**src/hdl/tpu_regs.svh**
```systemverilog
`ifndef TPU_REGS_SVH
`define TPU_REGS_SVH

// ============================================================
// Register byte addresses on the Avalon-MM slave.
`define TPU_ADDR_MODE 8'h00
`define TPU_ADDR_COUNT 8'h04
`define TPU_ADDR_RELOAD 8'h08
`define TPU_ADDR_DUTY 8'h0c
`define TPU_ADDR_CHAN 8'h10
`define TPU_ADDR_EXT 8'h14
`define TPU_ADDR_STATUS 8'h18
`define TPU_ADDR_MASK 8'h1c
`define TPU_ADDR_CFG 8'h20

// ============================================================
// Field positions.
`define TPU_MODE_ENABLE 7
`define TPU_MODE_RATE_HI 6
`define TPU_MODE_RATE_LO 4
`define TPU_MODE_PULSE 1
`define TPU_MODE_PWM_OUTPUT_ENABLE 0
`define TPU_FIELD_HI 5
`define TPU_FIELD_LO 4
`define TPU_CFG_SLOW 0
`define TPU_CFG_EVENT 1
`define TPU_STATUS_OVF 0

// ============================================================
// Reset values and constants.
`define TPU_RST_BYTE 8'h00
`define TPU_RST_WORD 32'h0000_0000
`define TPU_MODE_MASK 8'hf3
`define TPU_FULL_SCALE 8'hff
`define TPU_PRE_MASK 7'h7f
`define TPU_RST_PRE 7'h00

`endif

```
**src/hdl/tpu_pkg.sv**
```systemverilog
// ============================================================
// Shared types of the timer and PWM unit.
package tpu_pkg;

	// Four-phase position of the extended PWM, Gray coded.
	typedef enum logic [1:0] {
		TPU_PH0 = 2'b00,
		TPU_PH1 = 2'b01,
		TPU_PH2 = 2'b11,
		TPU_PH3 = 2'b10
	} tpu_phase_t;

	// Prescale selection: 0 divides by 128, 7 divides by 1.
	typedef logic [2:0] tpu_rate_t;

endpackage : tpu_pkg

```
**src/hdl/tpu_tick_if.sv**
```systemverilog
`timescale 1ns/1ps
// ============================================================
// Link between the control core and the tick generator.
interface tpu_tick_if;
	import tpu_pkg::*;
	logic run; // Timer enabled; low also clears the prescaler.
	tpu_rate_t rate; // Prescale selection.
	logic slow_sel; // Count slow-oscillator ticks instead of the system clock.
	logic event_sel; // Count external pin edges.
	logic tick; // One-cycle count enable.
	modport ctrl (output run, output rate, output slow_sel, output event_sel, input tick);
	modport gen (input run, input rate, input slow_sel, input event_sel, output tick);
endinterface : tpu_tick_if

```
**src/hdl/tpu_tick_gen.sv**
```systemverilog
`timescale 1ns/1ps
`include "tpu_regs.svh"
// ============================================================
// Tick generator: prescaler and source selection.
module tpu_tick_gen (
	input wire logic i_clk_sys,
	input wire logic i_resetn,
	input wire logic i_slow_tick,
	input wire logic i_event_pin,
	tpu_tick_if.gen tk
);
	import tpu_pkg::*;

	logic [6:0] pre_q; // Prescale count.
	logic [6:0] pre_d;
	logic ev_q; // Last sampled event pin level.
	logic tick_q; // Registered tick.
	logic tick_d;
	logic base; // One base-clock step.
	logic [6:0] mask; // Prescaler terminal mask.

	// Pick the base step and decide when the prescaler wraps.
	always_comb begin
		mask = `TPU_PRE_MASK >> tk.rate;
		base = tk.slow_sel ? i_slow_tick : 1'b1;
		pre_d = pre_q;
		tick_d = 1'b0;
		if (!tk.run) begin
			// A stopped timer restarts its prescaler from zero.
			pre_d = `TPU_RST_PRE;
		end else if (tk.event_sel) begin
			// Each rising pin edge is one count, bypassing the divider.
			tick_d = i_event_pin && !ev_q;
		end else if (base) begin
			pre_d = pre_q + 7'h01;
			tick_d = ((pre_q & mask) == mask);
		end
	end

	// Register the prescaler state.
	always_ff @(posedge i_clk_sys or negedge i_resetn) begin
		if (!i_resetn) begin
			pre_q <= `TPU_RST_PRE;
			ev_q <= 1'b0;
			tick_q <= 1'b0;
		end else begin
			pre_q <= pre_d;
			ev_q <= i_event_pin;
			tick_q <= tick_d;
		end
	end

	assign tk.tick = tick_q;

endmodule : tpu_tick_gen

```
**src/hdl/tpu_timer.sv**
```systemverilog
`timescale 1ns/1ps
`include "tpu_regs.svh"
// Summary of operation
// Eight-bit counter steps up each tick.
// Overflow sets flag; enabled flag raises interrupt.
// Event mode counts external pin pulses.
// Period from rate and reload, duty register.
// Pulse select picks continuous or one-pulse.
// One-pulse mode emits a single cycle.
// One-pulse end: flag set, output enable cleared.
// No extension compensation in one-pulse mode.
// Two channels, each gated by own bit.
// Cleared channel returns pin to GPIO state.
// Extension field picks four-phase compensation.
// Counter always reloads on overflow; here a count write in the same cycle wins instead.
// Green mode keeps running, never wakes system.
// Overflow at 0xff to 0x00; flag sticky.
// Output goes low when count equals duty.
// Reload writes take effect at next overflow.
// Software sets count equal reload before enabling.
// Continuous PWM starts high after each reload.
// Extension change applies after four-phase cycle.
module tpu_timer (
	input wire logic i_clk_sys,
	input wire logic i_resetn,
	input wire logic [7:0] i_avs_address,
	input wire logic i_avs_read,
	input wire logic i_avs_write,
	input wire logic [31:0] i_avs_writedata,
	input wire logic [3:0] i_avs_byteenable,
	output logic [31:0] o_avs_readdata,
	output logic o_avs_waitrequest,
	input wire logic i_slow_tick,
	input wire logic i_event_pin,
	input wire logic [1:0] i_gpio_out,
	input wire logic [1:0] i_gpio_oe_n,
	output logic [1:0] o_pin_out,
	output logic [1:0] o_pin_oe_n,
	output logic o_irq
);
	import tpu_pkg::*;

	// ============================================================
	// State.
	logic [7:0] timer_mode_register_q, timer_mode_register_d; // Enable, rate, pulse, output.
	logic [7:0] count_register_q, count_register_d; // Live count.
	logic [7:0] reload_register_q, reload_register_d; // Reload buffer, used at overflow.
	logic [7:0] duty_register_q, duty_register_d; // Compare value ending the high part.
	logic [1:0] channel_enable_field_q, channel_enable_field_d; // Per-pin PWM gate.
	logic [1:0] extension_select_field_q, extension_select_field_d; // Written value.
	logic [1:0] ext_act_q, ext_act_d; // Extension value of the running cycle.
	tpu_phase_t phase_q, phase_d; // Four-phase position.
	logic [2:0] cfg_q, cfg_d; // Slow select, event select.
	logic status_q, status_d; // Overflow request flag.
	logic mask_q, mask_d; // Overflow interrupt enable.
	logic pwm_q, pwm_d; // Internal PWM level.
	logic live_q, live_d; // PWM was running last cycle.
	logic irq_q, irq_d;
	logic wait_q, wait_d;
	logic [31:0] rdata_q, rdata_d;
	logic [1:0] pin_out_q, pin_out_d, pin_oe_n_q, pin_oe_n_d;

	// ============================================================
	// Decode helpers.
	logic run, pulse_mode, pwm_output_enable, ovf, acc, wr, comp;
	logic [7:0] duty_end;
	tpu_tick_if tk ();

	assign run = timer_mode_register_q[`TPU_MODE_ENABLE];
	assign pulse_mode = timer_mode_register_q[`TPU_MODE_PULSE];
	assign pwm_output_enable = timer_mode_register_q[`TPU_MODE_PWM_OUTPUT_ENABLE];
	assign tk.run = run;
	assign tk.rate = timer_mode_register_q[`TPU_MODE_RATE_HI:`TPU_MODE_RATE_LO];
	assign tk.slow_sel = cfg_q[`TPU_CFG_SLOW];
	assign tk.event_sel = cfg_q[`TPU_CFG_EVENT];
	// Overflow only from full scale, followed by the reload unless a count write lands in the same cycle.
	assign ovf = run && tk.tick && (count_register_q == `TPU_FULL_SCALE);
	// The register access completes in the cycle in which waitrequest is low.
	assign acc = (i_avs_read || i_avs_write) && !wait_q;
	assign wr = acc && i_avs_write && i_avs_byteenable[0];

	// One extra high count in selected phases; never in one-pulse mode.
	always_comb begin
		comp = 1'b0;
		case (ext_act_q)
			2'b01: comp = (phase_q == TPU_PH1);
			2'b10: comp = (phase_q == TPU_PH1) || (phase_q == TPU_PH3);
			2'b11: comp = (phase_q != TPU_PH0);
			default: comp = 1'b0;
		endcase
		if (pulse_mode) begin
			comp = 1'b0;
		end
		duty_end = comp ? duty_register_q + 8'h01 : duty_register_q;
	end

	tpu_tick_gen u_tick (
		.i_clk_sys(i_clk_sys),
		.i_resetn(i_resetn),
		.i_slow_tick(i_slow_tick),
		.i_event_pin(i_event_pin),
		.tk(tk)
	);

	// ============================================================
	// Next-state logic for the registers, counter and PWM.
	// The count keeps running in any power mode; there is no wake path at all.
	always_comb begin
		timer_mode_register_d = timer_mode_register_q;
		count_register_d = count_register_q;
		reload_register_d = reload_register_q;
		duty_register_d = duty_register_q;
		channel_enable_field_d = channel_enable_field_q;
		extension_select_field_d = extension_select_field_q;
		ext_act_d = ext_act_q;
		phase_d = phase_q;
		cfg_d = cfg_q;
		status_d = status_q;
		mask_d = mask_q;
		pwm_d = pwm_q;
		live_d = run && pwm_output_enable;
		// Counting.
		if (run && tk.tick) begin
			if (ovf) begin
				// Reload unless a count write lands in the same cycle; a pending reload write lands here.
				count_register_d = reload_register_q;
			end else begin
				count_register_d = count_register_q + 8'h01;
			end
		end
		// Four-phase sequencing; disabling the timer resets it.
		if (!run) begin
			phase_d = TPU_PH0;
			ext_act_d = extension_select_field_q;
		end else if (ovf) begin
			case (phase_q)
				TPU_PH0: phase_d = TPU_PH1;
				TPU_PH1: phase_d = TPU_PH2;
				TPU_PH2: phase_d = TPU_PH3;
				default: begin
					phase_d = TPU_PH0;
					ext_act_d = extension_select_field_q;
				end
			endcase
		end
		// PWM level: high at the start, low at the duty match.
		if (!run || !pwm_output_enable) begin
			pwm_d = 1'b0;
		end else if (!live_q) begin
			pwm_d = 1'b1;
		end else if (ovf) begin
			pwm_d = !pulse_mode;
		end else if (tk.tick && (count_register_d == duty_end)) begin
			pwm_d = 1'b0;
		end
		// A finished single pulse withdraws the output enable itself.
		if (ovf && pulse_mode) begin
			timer_mode_register_d[`TPU_MODE_PWM_OUTPUT_ENABLE] = 1'b0;
		end
		// Software writes; a write to the mode register wins over the auto clear.
		if (wr) begin
			if (i_avs_address == `TPU_ADDR_MODE) begin
				timer_mode_register_d = i_avs_writedata[7:0] & `TPU_MODE_MASK;
			end else if (i_avs_address == `TPU_ADDR_COUNT) begin
				count_register_d = i_avs_writedata[7:0];
			end else if (i_avs_address == `TPU_ADDR_RELOAD) begin
				reload_register_d = i_avs_writedata[7:0];
			end else if (i_avs_address == `TPU_ADDR_DUTY) begin
				duty_register_d = i_avs_writedata[7:0];
			end else if (i_avs_address == `TPU_ADDR_CHAN) begin
				channel_enable_field_d = i_avs_writedata[`TPU_FIELD_HI:`TPU_FIELD_LO];
			end else if (i_avs_address == `TPU_ADDR_EXT) begin
				extension_select_field_d = i_avs_writedata[`TPU_FIELD_HI:`TPU_FIELD_LO];
			end else if (i_avs_address == `TPU_ADDR_STATUS) begin
				if (i_avs_writedata[`TPU_STATUS_OVF]) begin
					status_d = 1'b0;
				end
			end else if (i_avs_address == `TPU_ADDR_MASK) begin
				mask_d = i_avs_writedata[`TPU_STATUS_OVF];
			end else if (i_avs_address == `TPU_ADDR_CFG) begin
				cfg_d = i_avs_writedata[2:0];
			end
		end
		// Overflow sets the flag after any clear, so a coincident event is kept.
		if (ovf) begin
			status_d = 1'b1;
		end
		irq_d = status_q && mask_q;
	end

	// ============================================================
	// Avalon slave: one wait state, then the access completes.
	always_comb begin
		wait_d = !((i_avs_read || i_avs_write) && wait_q);
		rdata_d = rdata_q;
		if (wait_q) begin
			rdata_d = `TPU_RST_WORD;
			if (i_avs_address == `TPU_ADDR_MODE) begin
				rdata_d[7:0] = timer_mode_register_q;
			end else if (i_avs_address == `TPU_ADDR_COUNT) begin
				rdata_d[7:0] = count_register_q;
			end else if (i_avs_address == `TPU_ADDR_DUTY) begin
				rdata_d[7:0] = duty_register_q;
			end else if (i_avs_address == `TPU_ADDR_CHAN) begin
				rdata_d[`TPU_FIELD_HI:`TPU_FIELD_LO] = channel_enable_field_q;
			end else if (i_avs_address == `TPU_ADDR_EXT) begin
				rdata_d[`TPU_FIELD_HI:`TPU_FIELD_LO] = extension_select_field_q;
			end else if (i_avs_address == `TPU_ADDR_STATUS) begin
				rdata_d[`TPU_STATUS_OVF] = status_q;
			end else if (i_avs_address == `TPU_ADDR_MASK) begin
				rdata_d[`TPU_STATUS_OVF] = mask_q;
			end else if (i_avs_address == `TPU_ADDR_CFG) begin
				rdata_d[2:0] = cfg_q;
			end
		end
	end

	// ============================================================
	// Pin multiplexer: PWM only while the channel is on, else GPIO.
	genvar g;
	generate
		for (g = 0; g < 2; g++) begin : g_pin
			always_comb begin
				if (run && pwm_output_enable && channel_enable_field_q[g]) begin
					pin_out_d[g] = pwm_q;
					pin_oe_n_d[g] = 1'b0;
				end else begin
					// The GPIO port value is kept live, so its last state returns.
					pin_out_d[g] = i_gpio_out[g];
					pin_oe_n_d[g] = i_gpio_oe_n[g];
				end
			end
			always_ff @(posedge i_clk_sys or negedge i_resetn) begin
				if (!i_resetn) begin
					pin_out_q[g] <= 1'b0;
					pin_oe_n_q[g] <= 1'b1;
				end else begin
					pin_out_q[g] <= pin_out_d[g];
					pin_oe_n_q[g] <= pin_oe_n_d[g];
				end
			end
		end
	endgenerate

	// ============================================================
	// Register all core state.
	always_ff @(posedge i_clk_sys or negedge i_resetn) begin
		if (!i_resetn) begin
			timer_mode_register_q <= `TPU_RST_BYTE;
			count_register_q <= `TPU_RST_BYTE;
			reload_register_q <= `TPU_RST_BYTE;
			duty_register_q <= `TPU_RST_BYTE;
			channel_enable_field_q <= 2'b00;
			extension_select_field_q <= 2'b00;
			ext_act_q <= 2'b00;
			phase_q <= TPU_PH0;
			cfg_q <= 3'b000;
			status_q <= 1'b0;
			mask_q <= 1'b0;
			pwm_q <= 1'b0;
			live_q <= 1'b0;
			irq_q <= 1'b0;
			wait_q <= 1'b1;
			rdata_q <= `TPU_RST_WORD;
		end else begin
			timer_mode_register_q <= timer_mode_register_d;
			count_register_q <= count_register_d;
			reload_register_q <= reload_register_d;
			duty_register_q <= duty_register_d;
			channel_enable_field_q <= channel_enable_field_d;
			extension_select_field_q <= extension_select_field_d;
			ext_act_q <= ext_act_d;
			phase_q <= phase_d;
			cfg_q <= cfg_d;
			status_q <= status_d;
			mask_q <= mask_d;
			pwm_q <= pwm_d;
			live_q <= live_d;
			irq_q <= irq_d;
			wait_q <= wait_d;
			rdata_q <= rdata_d;
		end
	end

	assign o_avs_readdata = rdata_q;
	assign o_avs_waitrequest = wait_q;
	assign o_pin_out = pin_out_q;
	assign o_pin_oe_n = pin_oe_n_q;
	assign o_irq = irq_q;

	logic wr_count, wr_mode;
	assign wr_count = wr && (i_avs_address == `TPU_ADDR_COUNT);
	assign wr_mode = wr && (i_avs_address == `TPU_ADDR_MODE);
endmodule : tpu_timer

```
**config.mk**
```make
export PLATFORM = sky130hd
export DESIGN_NAME = tpu_timer
export DESIGN_NICKNAME = d
export VERILOG_FILES = /design/src/hdl/tpu_pkg.sv /design/src/hdl/tpu_tick_if.sv /design/src/hdl/tpu_tick_gen.sv /design/src/hdl/tpu_timer.sv
export VERILOG_INCLUDE_DIRS = /design/src /design/src/hdl
export SDC_FILE = /design/constraint.sdc
export NUM_CORES = 1
export LEC_CHECK = 0
export BUFFER_PORTS_ARGS = -buffer_cell sky130_fd_sc_hd__buf_2
export CAP_MARGIN = 10
export CORE_AREA = 4 4 86 88
export DETAILED_ROUTE_END_ITERATION = 8
export DIE_AREA = 0 0 90 92
export PLACE_DENSITY = 0.81
export SYNTH_ARGS = -nofsm -noshare
export SYNTH_HDL_FRONTEND = slang
export SYNTH_SLANG_ARGS = --single-unit
```
**constraint.sdc**
```tcl
create_clock -name i_clk_sys -period 3.1 [get_ports i_clk_sys]
set_input_delay 0.465 -clock i_clk_sys [delete_from_list [all_inputs] [get_ports i_clk_sys]]
set_output_delay 0.465 -clock i_clk_sys [all_outputs]
set_load 0.05 [all_outputs]
```
==> flow_metrics.env <==
export IMPL_status="complete, no violations"
export IMPL_fmax_mhz=400.0
export IMPL_clk_pin_slew_worst_paths_ps=80
export IMPL_final_hold_violation_count=0
export IMPL_htree_levels=3
export IMPL_ctsHoldBuffers=0
export IMPL_grt_pass1_vias=2876
export IMPL_ys_ff_latch=68
export IMPL_post_cts_buffers=0
export IMPL_antenna_found_initial=0
export IMPL_die_y_um=92
export IMPL_fp_dieW_um=90
export IMPL_ys_flop_type="dfrtp_1"
export IMPL_cp_end_kind="flop"
export IMPL_post_cts_resized=0
export IMPL_drc_errors=0
export IMPL_cts_buffers=9
export IMPL_vias_per_cell=5.857
export IMPL_diodes=0
export IMPL_io_pins=92
export IMPL_tightestPinTransition_ps=784.8
export IMPL_ys_top_cells_by_area="dfrtp_1 43%, mux2_2 7.8%, buf_4 5.0%, nand2_1 4.4%, o21ai_0 3.1%"
export IMPL_slew_headroom_pct=47.68
export IMPL_ys_seq_area_share_pct=45.19
export IMPL_grt_pass1_wl_um=14590
export IMPL_antenna_left=0
export IMPL_root_buffer="clkbuf_8"
export IMPL_setup_violations=0
export IMPL_drive_gt1_share_pct=24.17
export IMPL_cap_violations=0
export IMPL_finClkSkew_ps=11.59
export IMPL_grt_ovfl_total=0
export IMPL_initial_core_util_pct=56.80
export IMPL_hp_class="in -> async"
export IMPL_std_cell_rows=30
export IMPL_cts_tree="built"
export IMPL_syn_cell_area_um2=3774
export IMPL_fillers=569
export IMPL_vias=2940
export IMPL_p_leak_nw=1.970
export IMPL_critPathKind="reg -> reg"
export IMPL_synth_area_per_cell_um2=10.09
export IMPL_place_gp_congestion=0.9139
export IMPL_synth_area_leader_cell="dfrtp_1"
export IMPL_wl_um=8817
export IMPL_drt_iter0_drc=242
export IMPL_slew_viol_final=0
export IMPL_critPathArrivalTime_ps=2740
export IMPL_core_um2=6644
export IMPL_critPathMaxFanout=7
export IMPL_netlist_area_leader_share_pct=43.10
export IMPL_power_density_nw_per_um2=480.9
export IMPL_layout_nets=477
export IMPL_grt_max_degree=37
export IMPL_finalCritPeriodShare_pct=80.64
export IMPL_yosysWarningCount=0
export IMPL_wl_per_cell_um=17.56
export IMPL_port_buffers=40
export IMPL_fin_tns_setup_ps=0
export IMPL_drt_first_pass_iters=5
export IMPL_rsz0062_at_grt="no"
export IMPL_required_ps=3340
export IMPL_async_flop_share_pct=100.0
export IMPL_area_growth_syn_to_layout_pct=10.64
export IMPL_die_area_um2=8280
export IMPL_cts_sinks=68
export IMPL_synth_edff_count=0
export IMPL_clk_latency_ps=360
export IMPL_fin_crit_ps=2500
export IMPL_grt_total_usage_pct=22.42
export IMPL_finalNonFillerCells=502
export IMPL_postSynthCellCount=374
export IMPL_hpwl_um=6551
export IMPL_dp_cells=486
export IMPL_irDropWorstVdd_uv=202.0
export IMPL_ctsLongestPathBuffers=2
export IMPL_yosys_cell_types_count=51
export IMPL_finalPower_mw=2.008
export IMPL_startpoint_type="flop"
[final timing paths]
kind / startpoint / to / slack, ps / depth (start not counted)
max in group asynchronous: i_resetn / duty_register_q[4] / 2260 / 2
hold / removal: i_resetn / mask_q / 190 / 1
min in group i_clk_sys: i_event_pin / u_tick.ev_q / 220 / 1
setup reg to reg: count_register_q[0] / pwm_q / 600 / 8
setup / recovery: count_register_q[0] / pwm_q / 600 / 8
hold reg to reg: status_q / status_q / 500 / 2
[cell type report]
type                            count  area (um^2)  area share, %
Clock buffer                        9        123.9          2.967
Sequential cell                    68         1705          40.85
Timing Repair Buffer               43        235.2          5.634
Multi-Input combinational cell    288         1893          45.34
Inverter                            7        26.28         0.6293
Clock inverter                      7        91.34          2.188
Tap cell                           80        100.1          2.397
[layout by cell type, fill, tap and decap left out, types with 2 or more instances in the layout]
| cell type | synthesis | final |
|---|---|---|
| dfstp_2 | 3 | 3 |
| a21oi_1 | 16 | 16 |
| nand3b_1 | 2 | 2 |
| xor2_1 | 6 | 6 |
| a21boi_0 | 2 | 2 |
| buf_4 | 25 | 2 |
| buf_2 | 2 | 40 |
| nand2_4 | 2 | 2 |
| and4_1 | 3 | 3 |
| nand2_1 | 44 | 44 |
| nand2b_1 | 2 | 2 |
| nand4_1 | 6 | 6 |
| nand3_1 | 17 | 17 |
| o211ai_1 | 2 | 2 |
| xnor2_1 | 13 | 13 |
| mux2i_1 | 5 | 5 |
| inv_1 | 7 | 7 |
| conb_1 | 1 | 24 |
| bufinv_16 | 0 | 2 |
| and3_1 | 6 | 6 |
| a22oi_1 | 8 | 8 |
| clkinv_2 | 0 | 3 |
| ha_1 | 6 | 6 |
| o21ai_0 | 23 | 23 |
| nor2_1 | 20 | 20 |
| and2_1 | 14 | 14 |
| and3b_1 | 3 | 3 |
| nor2b_1 | 5 | 5 |
| a41oi_1 | 3 | 3 |
| clkbuf_8 | 1 | 9 |
| mux2_2 | 26 | 26 |
| mux2_4 | 5 | 5 |
| a32oi_1 | 2 | 2 |
| a222oi_1 | 2 | 2 |
| a31oi_1 | 6 | 6 |
| dfrtp_1 | 65 | 65 |
[layer usage]
layer	track usage [%]	up-vias	wire, um
li1	-	1361	-
met1	26.64	1421	3626
met2	37.71	131	4305
met3	5.004	27	599
met4	12.50	0	286
met5	0	-	0
[critical path: stages (launching register included)]
cell and delay (ps):
dfrtp_1 490, ha_1 320, and4_1 350, o211ai_1 140, a22oi_1 280, xor2_1 220
xnor2_1 150, nand3_1 110, o311a_1 330
[Yosys cell counts (6+ instances only)]
| cell type | instances |
|---|---|
| a31oi_1 | 6 |
| dfrtp_1 | 65 |
| nor2_1 | 20 |
| and3_1 | 6 |
| nand3_1 | 17 |
| xor2_1 | 6 |
| and2_1 | 14 |
| ha_1 | 6 |
| inv_1 | 7 |
| nand4_1 | 6 |
| buf_4 | 25 |
| a21oi_1 | 16 |
| nand2_1 | 44 |
| xnor2_1 | 13 |
| a22oi_1 | 8 |
| mux2_2 | 26 |
| o21ai_0 | 23 |
[stage by stage]
| step | hold WS [ps] | util, % | instance area [um^2] | setup slack, ps |
|---|---|---|---|---|
| global route | 218.1 | 62.84 | 4175 | 438.4 |
| finish | 185.0 | 62.84 | 4175 | 600.2 |
| CTS | 207.1 | 62.84 | 4175 | 611.6 |
| floorplan | 169.4 | - | 3860 | 911.5 |
| global placement | 485.6 | 59.60 | 3960 | 589.8 |
| detailed placement | 484.6 | 59.60 | 3960 | 537.6 |
[registers in the layout, indices dropped and copies added (netlist names)]
| register | cells |
|---|---|
| count_register_q | 8 |
| duty_register_q | 8 |
| o_avs_readdata | 8 |
| reload_register_q | 8 |
| u_tick.pre_q | 7 |
| timer_mode_register_q | 6 |
| cfg_q | 3 |
| channel_enable_field_q | 2 |
| ext_act_q | 2 |
| extension_select_field_q | 2 |
| o_pin_oe_n | 2 |
| o_pin_out | 2 |
| phase_q | 2 |
| live_q | 1 |
| mask_q | 1 |
| o_avs_waitrequest | 1 |
| o_irq | 1 |
| pwm_q | 1 |
| status_q | 1 |
| u_tick.ev_q | 1 |
| u_tick.tk.tick | 1 |
[report_power, final]
| part | internal [mW] | switching [mW] |
|---|---|---|
| Combinational | 0.0549 | 0.202 |
| Clock | 0.450 | 0.357 |
| Sequential | 0.917 | 0.0278 |
[cell families (layout without fill, tap and decap cells)]
kind of cell    after synthesis  after routing  share of synthesized area (%)
compound gates               70             70                          11.64
fa+ha+maj                     6              6                          1.989
flops                        68             68                          45.19
simple gates                133            133                          18.67
buf+inv                      41             66                          6.930
other cells                   1             24                        0.09937
mux                          36             36                          11.07
xor+xnor                     19             19                          4.410
Note: power is estimated with default switching activity, not from simulation.
